**config.mk**
```make
export PLATFORM = sky130hd
export DESIGN_NAME = video_forwarding_control
export DESIGN_NICKNAME = d
export VERILOG_FILES = /design/src/logic/fwd_pkg.sv /design/src/logic/video_forwarding_control.sv /design/src/logic/rr_arbiter.sv /design/src/logic/sync_tracker.sv
export VERILOG_INCLUDE_DIRS = /design/src /design/src/logic
export SDC_FILE = /design/constraint.sdc
export NUM_CORES = 1
export LEC_CHECK = 0
export BUFFER_PORTS_ARGS = -buffer_cell sky130_fd_sc_hd__buf_2
export CAP_MARGIN = 5
export CELL_PAD_IN_SITES_DETAIL_PLACEMENT = 0
export CELL_PAD_IN_SITES_GLOBAL_PLACEMENT = 2
export CORE_MARGIN = 1.5
export CORE_UTILIZATION = 31
export DETAILED_ROUTE_END_ITERATION = 7
export GPL_TIMING_DRIVEN = 1
export PLACE_DENSITY = 0.83
export SLEW_MARGIN = 10
export SYNTH_ARGS = -nofsm -noshare
export SYNTH_HDL_FRONTEND = slang
export SYNTH_SLANG_ARGS = --single-unit
export TNS_END_PERCENT = 30
```
**constraint.sdc**
```tcl
create_clock -name aclk -period 7.3 [get_ports aclk]
set_input_delay 1.095 -clock aclk [delete_from_list [all_inputs] [get_ports aclk]]
set_output_delay 1.095 -clock aclk [all_outputs]
set_load 0.005 [all_outputs]
```
**src/logic/fwd_consts.svh**
```systemverilog
`ifndef FWD_CONSTS_SVH
`define FWD_CONSTS_SVH
// register word indices (printed offsets are indices, byte address = 4 * index)
`define IDX_FWD_PORTS      8'h20
`define IDX_FWD_MODE       8'h21
`define IDX_FWD_STATUS     8'h22
`define IDX_IRQ_STATUS     8'h30
`define IDX_IRQ_MASK       8'h31
// field positions
`define BIT_RR_EN          0
`define BIT_RSVD1          1
`define BIT_SYNC_LO        2
`define BIT_SYNC_HI        3
`define BIT_AS_AVAIL       6
`define BIT_DIS_LO         4
`define BIT_DIS_HI         7
`define BIT_STS_SYNC       0
`define BIT_STS_FAIL       2
// reset values
`define RST_FWD_PORTS      8'hf0
`define RST_FWD_MODE       8'h03
`define RST_IRQ_MASK       8'h00
// sync mode codes
`define SYNC_OFF           2'h0
`define SYNC_BASIC         2'h1
`define SYNC_INTERLEAVE    2'h2
`define SYNC_CONCAT        2'h3
// axi responses
`define RESP_OKAY          2'h0
`define RESP_SLVERR        2'h2
`define NPORTS             4
`endif

```
**src/logic/fwd_pkg.sv**
```systemverilog
package fwd_pkg;
    typedef enum logic [1:0] {
        ST_IDLE   = 2'b00,
        ST_SEND   = 2'b01,
        ST_CONCAT = 2'b10
    } fwd_state_t;
    typedef logic [3:0] port_mask_t;
endpackage : fwd_pkg

```
**src/logic/video_forwarding_control.sv**
```systemverilog
`timescale 1ns/100ps
`include "fwd_consts.svh"
// How it works
// - synced mode waits until every enabled port has a line before sending.
// - send-as-available bit forwards each port's line once it is ready.
// - send-as-available ignored in concatenation; never touches sync short packets.
// - mode field bits 3:2: off, basic, interleave, concatenate.
// - round-robin mode serves pending ports in turn without alignment.
// - reset leaves round-robin on and synced forwarding off.
// - failure flag sets on sync loss, only after one synced frame.
// - reading the status register clears the failure flag.
// - synchronized bit high while synced video is being delivered.
// - synchronized bit zero whenever synced forwarding is off.
// - per-port disable bits 7:4, reset to one, exclude ports.
module video_forwarding_control
    import fwd_pkg::*;
(
    // clock and reset
    input  wire logic        aclk,
    input  wire logic        aresetn,
    // axi4-lite write address and data
    input  wire logic [31:0] s_axi_awaddr,
    input  wire logic        s_axi_awvalid,
    output logic             s_axi_awready,
    input  wire logic [31:0] s_axi_wdata,
    input  wire logic [3:0]  s_axi_wstrb,
    input  wire logic        s_axi_wvalid,
    output logic             s_axi_wready,
    // axi4-lite write response
    output logic [1:0]       s_axi_bresp,
    output logic             s_axi_bvalid,
    input  wire logic        s_axi_bready,
    // axi4-lite read
    input  wire logic [31:0] s_axi_araddr,
    input  wire logic        s_axi_arvalid,
    output logic             s_axi_arready,
    output logic [31:0]      s_axi_rdata,
    output logic [1:0]       s_axi_rresp,
    output logic             s_axi_rvalid,
    input  wire logic        s_axi_rready,
    // receive ports: a line is pending, sync short packet pending
    input  wire port_mask_t  line_ready,
    input  wire port_mask_t  short_ready,
    input  wire logic        frame_end,
    input  wire logic        sync_lost,
    // output port 0 engine
    input  wire logic        tx_ready,
    output port_mask_t       line_take,
    output port_mask_t       short_take,
    output logic             concat_pkt,
    output logic             pkt_last,
    // interrupt
    output logic             irq
);
    ////////////////////////////////////////////////////////////////////////////
    // registers
    logic [7:0]  ports_reg;
    logic [7:0]  mode_reg;
    logic [7:0]  irq_mask;
    logic [7:0]  irq_status;
    logic        aw_held;
    logic        w_held;
    logic [7:0]  aw_idx;
    logic [31:0] wdata_q;
    logic [3:0]  wstrb_q;
    logic        sts_read;
    logic        irq_read;
    logic        synced;
    logic        failure;
    logic        frame_done;
    logic        synced_q;
    logic        failure_q;

    wire port_mask_t enabled = ~ports_reg[`BIT_DIS_HI:`BIT_DIS_LO];
    wire logic [1:0] sync_mode = mode_reg[`BIT_SYNC_HI:`BIT_SYNC_LO];
    wire logic       rr_on = mode_reg[`BIT_RR_EN];
    wire logic       sync_on = (sync_mode != `SYNC_OFF);
    wire logic       as_avail = mode_reg[`BIT_AS_AVAIL] &&
                                (sync_mode != `SYNC_CONCAT);

    ////////////////////////////////////////////////////////////////////////////
    // axi write path: address and data accepted in either order
    wire logic do_write = aw_held && w_held && !s_axi_bvalid;

    // ready flops follow the inverse of the next held state
    always_ff @(posedge aclk) begin
        if (!aresetn) begin
            aw_held       <= 1'b0;
            w_held        <= 1'b0;
            s_axi_awready <= 1'b0;
            s_axi_wready  <= 1'b0;
            aw_idx        <= 8'h00;
            wdata_q       <= 32'h0000_0000;
            wstrb_q       <= 4'h0;
        end else begin
            s_axi_awready <= !aw_held;
            s_axi_wready  <= !w_held;
            if (s_axi_awvalid && s_axi_awready) begin
                aw_held       <= 1'b1;
                s_axi_awready <= 1'b0;
                aw_idx        <= s_axi_awaddr[9:2];
            end else if (do_write) begin
                aw_held       <= 1'b0;
                s_axi_awready <= 1'b1;
            end
            if (s_axi_wvalid && s_axi_wready) begin
                w_held       <= 1'b1;
                s_axi_wready <= 1'b0;
                wdata_q      <= s_axi_wdata;
                wstrb_q      <= s_axi_wstrb;
            end else if (do_write) begin
                w_held       <= 1'b0;
                s_axi_wready <= 1'b1;
            end
        end
    end

    wire logic addr_ok_w = (aw_idx == `IDX_FWD_PORTS) || (aw_idx == `IDX_FWD_MODE) ||
                           (aw_idx == `IDX_FWD_STATUS) || (aw_idx == `IDX_IRQ_STATUS) ||
                           (aw_idx == `IDX_IRQ_MASK);

    // write response
    always_ff @(posedge aclk) begin
        if (!aresetn) begin
            s_axi_bvalid <= 1'b0;
            s_axi_bresp  <= `RESP_OKAY;
        end else if (do_write) begin
            s_axi_bvalid <= 1'b1;
            s_axi_bresp  <= addr_ok_w ? `RESP_OKAY : `RESP_SLVERR;
        end else if (s_axi_bready) begin
            s_axi_bvalid <= 1'b0;
        end
    end

    // a write of the mode register, used to restart the sequencer
    wire logic mode_wr = do_write && wstrb_q[0] && (aw_idx == `IDX_FWD_MODE);
    // mask as it stands after this edge, so irq follows a mask write at once
    wire logic [7:0] next_irq_mask = (do_write && wstrb_q[0] && (aw_idx == `IDX_IRQ_MASK)) ?
                                     wdata_q[7:0] : irq_mask;

    // control registers, byte lane 0 only
    always_ff @(posedge aclk) begin
        if (!aresetn) begin
            ports_reg <= `RST_FWD_PORTS;
            mode_reg  <= `RST_FWD_MODE;
            irq_mask  <= `RST_IRQ_MASK;
        end else if (do_write && wstrb_q[0]) begin
            if (aw_idx == `IDX_FWD_PORTS) begin
                ports_reg <= wdata_q[7:0];
            end
            if (aw_idx == `IDX_FWD_MODE) begin
                mode_reg <= wdata_q[7:0];
            end
            if (aw_idx == `IDX_IRQ_MASK) begin
                irq_mask <= wdata_q[7:0];
            end
        end
    end

    ////////////////////////////////////////////////////////////////////////////
    // axi read path
    logic [7:0] rd_byte;
    logic       rd_ok;
    always_comb begin
        rd_byte = 8'h00;
        rd_ok   = 1'b1;
        case (s_axi_araddr[9:2])
            `IDX_FWD_PORTS:  rd_byte = ports_reg;
            `IDX_FWD_MODE:   rd_byte = mode_reg;
            `IDX_FWD_STATUS: begin
                rd_byte[`BIT_STS_SYNC] = synced;
                rd_byte[`BIT_STS_FAIL] = failure;
            end
            `IDX_IRQ_STATUS: rd_byte = irq_status;
            `IDX_IRQ_MASK:   rd_byte = irq_mask;
            default:         rd_ok = 1'b0;
        endcase
    end

    wire logic do_read = s_axi_arvalid && s_axi_arready;
    assign sts_read = do_read && (s_axi_araddr[9:2] == `IDX_FWD_STATUS);
    assign irq_read = do_read && (s_axi_araddr[9:2] == `IDX_IRQ_STATUS);

    // read answer; arready is the registered inverse of the next rvalid
    always_ff @(posedge aclk) begin
        if (!aresetn) begin
            s_axi_rvalid  <= 1'b0;
            s_axi_arready <= 1'b0;
            s_axi_rdata   <= 32'h0000_0000;
            s_axi_rresp   <= `RESP_OKAY;
        end else begin
            s_axi_arready <= !s_axi_rvalid;
            if (do_read) begin
                s_axi_rvalid  <= 1'b1;
                s_axi_arready <= 1'b0;
                s_axi_rdata   <= {24'h00_0000, rd_byte};
                s_axi_rresp   <= rd_ok ? `RESP_OKAY : `RESP_SLVERR;
            end else if (s_axi_rready) begin
                s_axi_rvalid  <= 1'b0;
                s_axi_arready <= 1'b1;
            end
        end
    end

    ////////////////////////////////////////////////////////////////////////////
    // forwarding engine
    fwd_state_t  state;
    port_mask_t  pending;
    port_mask_t  rr_grant;
    port_mask_t  arb_req;
    logic        arb_adv;
    // a source still shows a line for one cycle after it was taken
    wire port_mask_t live = line_ready & enabled & ~line_take;
    wire logic   all_ready = (enabled != 4'h0) && ((live & enabled) == enabled);

    // which ports may compete for the next grant
    always_comb begin
        arb_req = 4'h0;
        if (rr_on && !sync_on) begin
            arb_req = live;
        end else if (sync_on && as_avail) begin
            arb_req = live & pending;
        end else if (sync_on) begin
            arb_req = pending;
        end
    end
    assign arb_adv = tx_ready && (state == ST_SEND) && (arb_req != 4'h0) && !mode_wr;

    rr_arbiter u_arb (
        .aclk    (aclk),
        .aresetn (aresetn),
        .req     (arb_req),
        .advance (arb_adv),
        .grant   (rr_grant)
    );

    // line-set sequencer: pending holds ports still owed a line this round
    always_ff @(posedge aclk) begin
        if (!aresetn) begin
            state      <= ST_IDLE;
            pending    <= 4'h0;
            line_take  <= 4'h0;
            short_take <= 4'h0;
            concat_pkt <= 1'b0;
            pkt_last   <= 1'b0;
            frame_done <= 1'b0;
        end else begin
            line_take  <= 4'h0;
            concat_pkt <= 1'b0;
            pkt_last   <= 1'b0;
            frame_done <= 1'b0;
            // sync short packets of enabled ports pass as they come whenever tx_ready is high
            short_take <= tx_ready ? (short_ready & enabled) : 4'h0;
            case (state)
                ST_IDLE: begin
                    if (rr_on && !sync_on && live != 4'h0) begin
                        state <= ST_SEND;
                    end else if (sync_on && sync_mode == `SYNC_CONCAT && all_ready) begin
                        state <= ST_CONCAT;
                    end else if (sync_on && (all_ready || (as_avail && live != 4'h0))) begin
                        pending <= enabled;
                        state   <= ST_SEND;
                    end
                end
                ST_SEND: begin
                    if (arb_adv) begin
                        line_take <= rr_grant;
                        pkt_last  <= 1'b1;
                        pending   <= pending & ~rr_grant;
                        if (!sync_on || (pending & ~rr_grant) == 4'h0) begin
                            state      <= ST_IDLE;
                            frame_done <= sync_on && frame_end;
                        end
                    end else if (!sync_on && !rr_on) begin
                        state <= ST_IDLE;
                    end
                end
                ST_CONCAT: begin
                    if (tx_ready) begin
                        line_take  <= enabled;
                        concat_pkt <= 1'b1;
                        pkt_last   <= 1'b1;
                        frame_done <= frame_end;
                        state      <= ST_IDLE;
                    end
                end
                default: state <= ST_IDLE;
            endcase
            // a new mode drops any half-sent line set
            if (mode_wr) begin
                state   <= ST_IDLE;
                pending <= 4'h0;
            end
        end
    end

    sync_tracker u_trk (
        .aclk          (aclk),
        .aresetn       (aresetn),
        .sync_on       (sync_on),
        .frame_sent    (frame_done),
        .sync_lost     (sync_lost),
        .clear_on_read (sts_read),
        .synchronized  (synced),
        .failure       (failure)
    );

    ////////////////////////////////////////////////////////////////////////////
    // interrupts: bit0 failure rise, bit1 sync gained, read clears, set wins
    // previous status levels for edge detection, idle low like the sources
    always_ff @(posedge aclk) begin
        if (!aresetn) begin
            synced_q  <= 1'b0;
            failure_q <= 1'b0;
        end else begin
            synced_q  <= synced;
            failure_q <= failure;
        end
    end
    wire logic [7:0] irq_events = {6'h00, synced && !synced_q, failure && !failure_q};
    wire logic [7:0] next_irq_status = irq_events | (irq_read ? 8'h00 : irq_status);

    // sticky status and level output, both from next values
    always_ff @(posedge aclk) begin
        if (!aresetn) begin
            irq_status <= 8'h00;
            irq        <= 1'b0;
        end else begin
            irq_status <= next_irq_status;
            irq        <= (next_irq_status & next_irq_mask) != 8'h00;
        end
    end

    a_wait_all: assert property (@(posedge aclk) disable iff (!aresetn)
        (state == ST_IDLE && sync_on && !as_avail && !all_ready) |=> (state == ST_IDLE))
        else $error("sync line set started before all ports ready");
    a_concat_all: assert property (@(posedge aclk) disable iff (!aresetn)
        concat_pkt |-> (line_take == enabled))
        else $error("concatenated packet missing enabled ports");
    a_take_enabled: assert property (@(posedge aclk) disable iff (!aresetn)
        ((line_take | short_take) & ~enabled) == 4'h0 || $changed(enabled))
        else $error("disabled port forwarded");
    a_take_one: assert property (@(posedge aclk) disable iff (!aresetn)
        !concat_pkt |-> $onehot0(line_take))
        else $error("more than one line taken outside concatenation");
    a_reset_mode: assert property (@(posedge aclk)
        !aresetn |=> (mode_reg == `RST_FWD_MODE) && (ports_reg == `RST_FWD_PORTS))
        else $error("wrong reset value of control registers");
    a_irq_level: assert property (@(posedge aclk) disable iff (!aresetn)
        irq == ((irq_status & irq_mask) != 8'h00))
        else $error("interrupt out of step with status");
endmodule : video_forwarding_control

```
**src/logic/rr_arbiter.sv**
```systemverilog
`timescale 1ns/100ps
`include "fwd_consts.svh"
// round-robin pick of one requesting port, pointer advances past the grant
module rr_arbiter
    import fwd_pkg::*;
(
    // clock and reset
    input  wire logic       aclk,
    input  wire logic       aresetn,
    // request and grant
    input  wire port_mask_t req,
    input  wire logic       advance,
    output port_mask_t      grant
);
    logic [1:0] last;
    port_mask_t pick;

    // search from the port after the last one served
    always_comb begin
        pick = 4'h0;
        for (int k = `NPORTS; k >= 1; k--) begin
            if (req[2'(int'(last) + k)]) begin
                pick = 4'h0;
                pick[2'(int'(last) + k)] = 1'b1;
            end
        end
    end
    assign grant = pick;

    // remember the port just served
    always_ff @(posedge aclk) begin
        if (!aresetn) begin
            last <= 2'h3;
        end else if (advance) begin
            for (int k = 0; k < `NPORTS; k++) begin
                if (pick[k]) begin
                    last <= 2'(k);
                end
            end
        end
    end

    a_grant_onehot: assert property (@(posedge aclk) disable iff (!aresetn)
        $onehot0(grant) && ((req != 4'h0) == (grant != 4'h0)))
        else $error("arbiter grant not one-hot or lost");
    a_grant_req: assert property (@(posedge aclk) disable iff (!aresetn)
        (grant & ~req) == 4'h0)
        else $error("grant to port without request");
endmodule : rr_arbiter

```
**src/logic/sync_tracker.sv**
```systemverilog
`timescale 1ns/100ps
`include "fwd_consts.svh"
// tracks synchronized delivery and catches its loss
module sync_tracker
    import fwd_pkg::*;
(
    // clock and reset
    input  wire logic aclk,
    input  wire logic aresetn,
    // events
    input  wire logic sync_on,
    input  wire logic frame_sent,
    input  wire logic sync_lost,
    input  wire logic clear_on_read,
    // status
    output logic      synchronized,
    output logic      failure
);
    logic seen_frame;

    // a synchronized frame arms the failure detector
    always_ff @(posedge aclk) begin
        if (!aresetn || !sync_on) begin
            seen_frame <= 1'b0;
        end else if (frame_sent) begin
            seen_frame <= 1'b1;
        end
    end

    // live synchronized status, zero when sync forwarding is off
    always_ff @(posedge aclk) begin
        if (!aresetn || !sync_on) begin
            synchronized <= 1'b0;
        end else if (sync_lost) begin
            synchronized <= 1'b0;
        end else if (frame_sent) begin
            synchronized <= 1'b1;
        end
    end

    // sticky failure flag, a new loss wins over the clearing read
    always_ff @(posedge aclk) begin
        if (!aresetn) begin
            failure <= 1'b0;
        end else if (sync_on && sync_lost && seen_frame) begin
            failure <= 1'b1;
        end else if (clear_on_read) begin
            failure <= 1'b0;
        end
    end

    a_fail_armed: assert property (@(posedge aclk) disable iff (!aresetn)
        $rose(failure) |-> $past(seen_frame))
        else $error("failure flagged before any synchronized frame");
    a_fail_sticky: assert property (@(posedge aclk) disable iff (!aresetn)
        failure && !clear_on_read |=> failure)
        else $error("failure flag dropped without read");
    a_sync_off: assert property (@(posedge aclk) disable iff (!aresetn)
        !sync_on |=> !synchronized)
        else $error("synchronized set while sync forwarding off");
endmodule : sync_tracker

```
==> impl_metrics.env <==
export IMPL_synthSimpleGateAreaFrac_pct=22.4
export IMPL_cp_cell_sequence="inv_1 > ha_1 > inv_1 > a21oi_1 > a221oi_1 > nor2_2 > a221o_1 > o311ai_1 > and4_1 > o21ai_2 > mux2i_1"
export IMPL_dp_hpwl_mm=8.65
export IMPL_vdd_drop_max_uv=127
export IMPL_grt_pass1_wl_mm=19.6
export IMPL_max_slew_margin_pct=52.6
export IMPL_postCtsSetupBuffers=0
export IMPL_crit_type="flip-flop to flip-flop"
export IMPL_critPathArrivalTime_ns=3.71
export IMPL_place_port_buffers=68
export IMPL_die_area_um2=16000
export IMPL_ys_ff_latch=91
export IMPL_grt_met3_usage_pct=3.96
export IMPL_synth_cell_area_um2=4720
export IMPL_power_density_nw_per_um2=188
export IMPL_wirelength_mm=12.0
export IMPL_synthXorXnorAreaFrac_pct=0
export IMPL_cts_sinks=91
export IMPL_ctsHtreeMaxLevel=3
export IMPL_coreArea_um2=14700
export IMPL_grtUsageMet2_pct=25.0
export IMPL_synthDistinctLibCells=62
export IMPL_yosysTopAreaCell="dfxtp_1"
export IMPL_antenna_found_initial=0
export IMPL_synth_edf_count=0
export IMPL_row_count=44
export IMPL_final_nets=721
export IMPL_via_count=3971
export IMPL_start_util_pct=32.1
export IMPL_cts_root_buf="clkbuf_16"
export IMPL_n_antenna_cell=0
export IMPL_hold_violations=0
export IMPL_critPathCaptureType="flip-flop"
export IMPL_yosysMostFrequentCell="dfxtp_1"
export IMPL_status="finished, final reports clean"
export IMPL_clock_fmax_mhz=287
export IMPL_cts_tree="yes"
export IMPL_viasPerCell=5.08
export IMPL_required_ns=7.53
export IMPL_slowest_delay_ns=0.60
export IMPL_synth_fa_ha_area_share_pct=2.91
export IMPL_top_usage_layer="met2"
export IMPL_seq_area_frac_synth_pct=38.6
export IMPL_maxCapViolations=0
export IMPL_synth_top_area_share_pct=38.6
export IMPL_hold_class="flip-flop to flip-flop"
export IMPL_regArea_um2=1820
export IMPL_routedWlPerCell_um=15.3
export IMPL_grt_max_degree=83
export IMPL_first_pass_iters=5
export IMPL_grtUsageTotal_pct=15.4
export IMPL_io_pins=170
export IMPL_r2r_slack_ns=3.82
export IMPL_drt_iter0_markers=284
export IMPL_final_core_util_pct=36.6
export IMPL_synth_compound_area_share_pct=20.6
export IMPL_ys_warnings_count=0
export IMPL_path_buf_inv=2
export IMPL_areaGrowthSynthToFinish_pct=14.0
export IMPL_layout_worst_path_cycle_share_pct=47.6
export IMPL_crit_family="compound AO/OA/AOI/OAI gates"
export IMPL_synth_top_family_by_area="simple AND/OR/NAND/NOR gates"
export IMPL_crit_slowest_cell="dfxtp_1"
export IMPL_ys_flop_type="dfxtp_1"
export IMPL_cts_inserted_buffers=9
export IMPL_die_h_um=126
export IMPL_multiInputGateArea_um2=2640
export IMPL_grt_pass1_vias=3869
export IMPL_synth_mux_area_share_pct=7.89
export IMPL_grt_overflow=0
export IMPL_syn_area_per_cell_um2=8.81
export IMPL_worstMarginPinSlew_ns=0.710
export IMPL_nFillCells=1527
export IMPL_clkLatencyLatePin_ns=0.35
export IMPL_cp_max_fo=11
export IMPL_place_congestion=0.872
export IMPL_report_final_slew_viol_count=0
export IMPL_clkSlewWorstSetupHoldPaths_ns=0.07
export IMPL_ys_top_cells_by_area="dfxtp_1 39%, nand2_1 6.0%, a21boi_0 4.1%, buf_4 4.1%, mux4_2 3.8%"
export IMPL_ant_nets=0
export IMPL_cts_buffer_depth=2
export IMPL_grt_setup_unrepaired="no"
export IMPL_async_flop_share_pct=0
export IMPL_crit_top_cell="inv_1"
export IMPL_drive_above_1_share_pct=19.1
export IMPL_leakage_uw=0.00219
export IMPL_finClkSkew_ns=0.00591
export IMPL_period_needed_ns=3.48
export IMPL_synthCells=536
export IMPL_netlist_top_cells_count="91 x dfxtp_1, 76 x nand2_1, 29 x a21oi_1"
export IMPL_met1_usage_pct=20.1
export IMPL_cp_start_kind="flip-flop"
export IMPL_drc=0
export IMPL_cts_repair_resized=0
export IMPL_hold_buffers=0
export IMPL_finalSetupTns_ns=0
export IMPL_setup_viol=0
export IMPL_die_x_um=126
[cells by family (layout without fill, tap and decap cells)]
logic type                 after synthesis  after routing
other                                    1             26
DFF                                     91             91
adders and majority gates               11             11
AOI/OAI and AO/OA                      138            138
muxes                                   27             27
buffers and inverters                   65            101
and+or+nand+nor                        203            203
[stage by stage]
step                hold slack, ns  power (uW)  instances  worst slack [ns]  area, um^2
finish                       0.464        1010        781              3.82        5380
detailed placement           0.453         579        765              3.80        5100
global placement             0.448         578        765              3.76        5100
floorplan                    0.434         566        561              4.23        4820
global route                 0.489        1060        781              3.52        5380
CTS                          0.468        1030        781              3.86        5380
[power breakdown]
part / internal, uW / switching (uW) / total (uW)
sequential: 504 / 7.42 / 512
combinational: 24.7 / 30.8 / 55.5
clock: 243 / 204 / 447
total: 772 / 243 / 1010
[routing by layer]
| metal | vias to the layer above | routed length (um) |
|---|---|---|
| li1 | 1983 | - |
| met1 | 1838 | 5640 |
| met2 | 132 | 5440 |
| met3 | 18 | 702 |
| met4 | 0 | 201 |
| met5 | - | 0 |
[cells in the final DEF (no fill, tap or decap), types with 3 or more instances in the layout]
cell / n
o31ai_1: 4
nor2b_1: 25
a22oi_1: 3
clkbuf_16: 9
nand2b_1: 6
and3_1: 8
nand2_1: 76
a211oi_1: 3
o21ai_1: 4
dfxtp_1: 91
a221oi_1: 4
buf_2: 68
nor2_1: 26
mux2i_1: 17
and2_1: 11
ha_1: 11
o21ai_0: 20
a21oi_1: 29
a21boi_0: 26
inv_1: 16
nand3_1: 19
a2bb2oi_1: 5
nor3b_1: 5
a32o_1: 6
a31oi_1: 4
conb_1: 26
mux4_2: 8
nor4_1: 4
a311oi_1: 4
o21ai_2: 5
o22ai_1: 5
or3b_1: 3
nor3_1: 3
[area by class of cell]
cell class | count | area share, %
multi-input combinational | 405 | 49.0
sequential | 91 | 33.8
clock inverter | 6 | 0.883
timing repair buffer | 69 | 6.46
tap | 184 | 4.28
inverter | 16 | 1.12
clock buffer | 10 | 4.44
[path summary, 6_finish.rpt]
path / from / end / depth (start not counted)
worst max-delay path: u_arb.last[0]$_SDFFE_PN1P_ / state[1]$_SDFFE_PP0P_ / 11
worst min-delay path: s_axi_rdata[3]$_SDFFE_PN0P_ / s_axi_rdata[3]$_SDFFE_PN0P_ / 1
worst max register to register: u_arb.last[0]$_SDFFE_PN1P_ / state[1]$_SDFFE_PP0P_ / 11
worst min register to register: s_axi_rdata[3]$_SDFFE_PN0P_ / s_axi_rdata[3]$_SDFFE_PN0P_ / 1
Note: power is estimated with default switching activity, not from simulation.
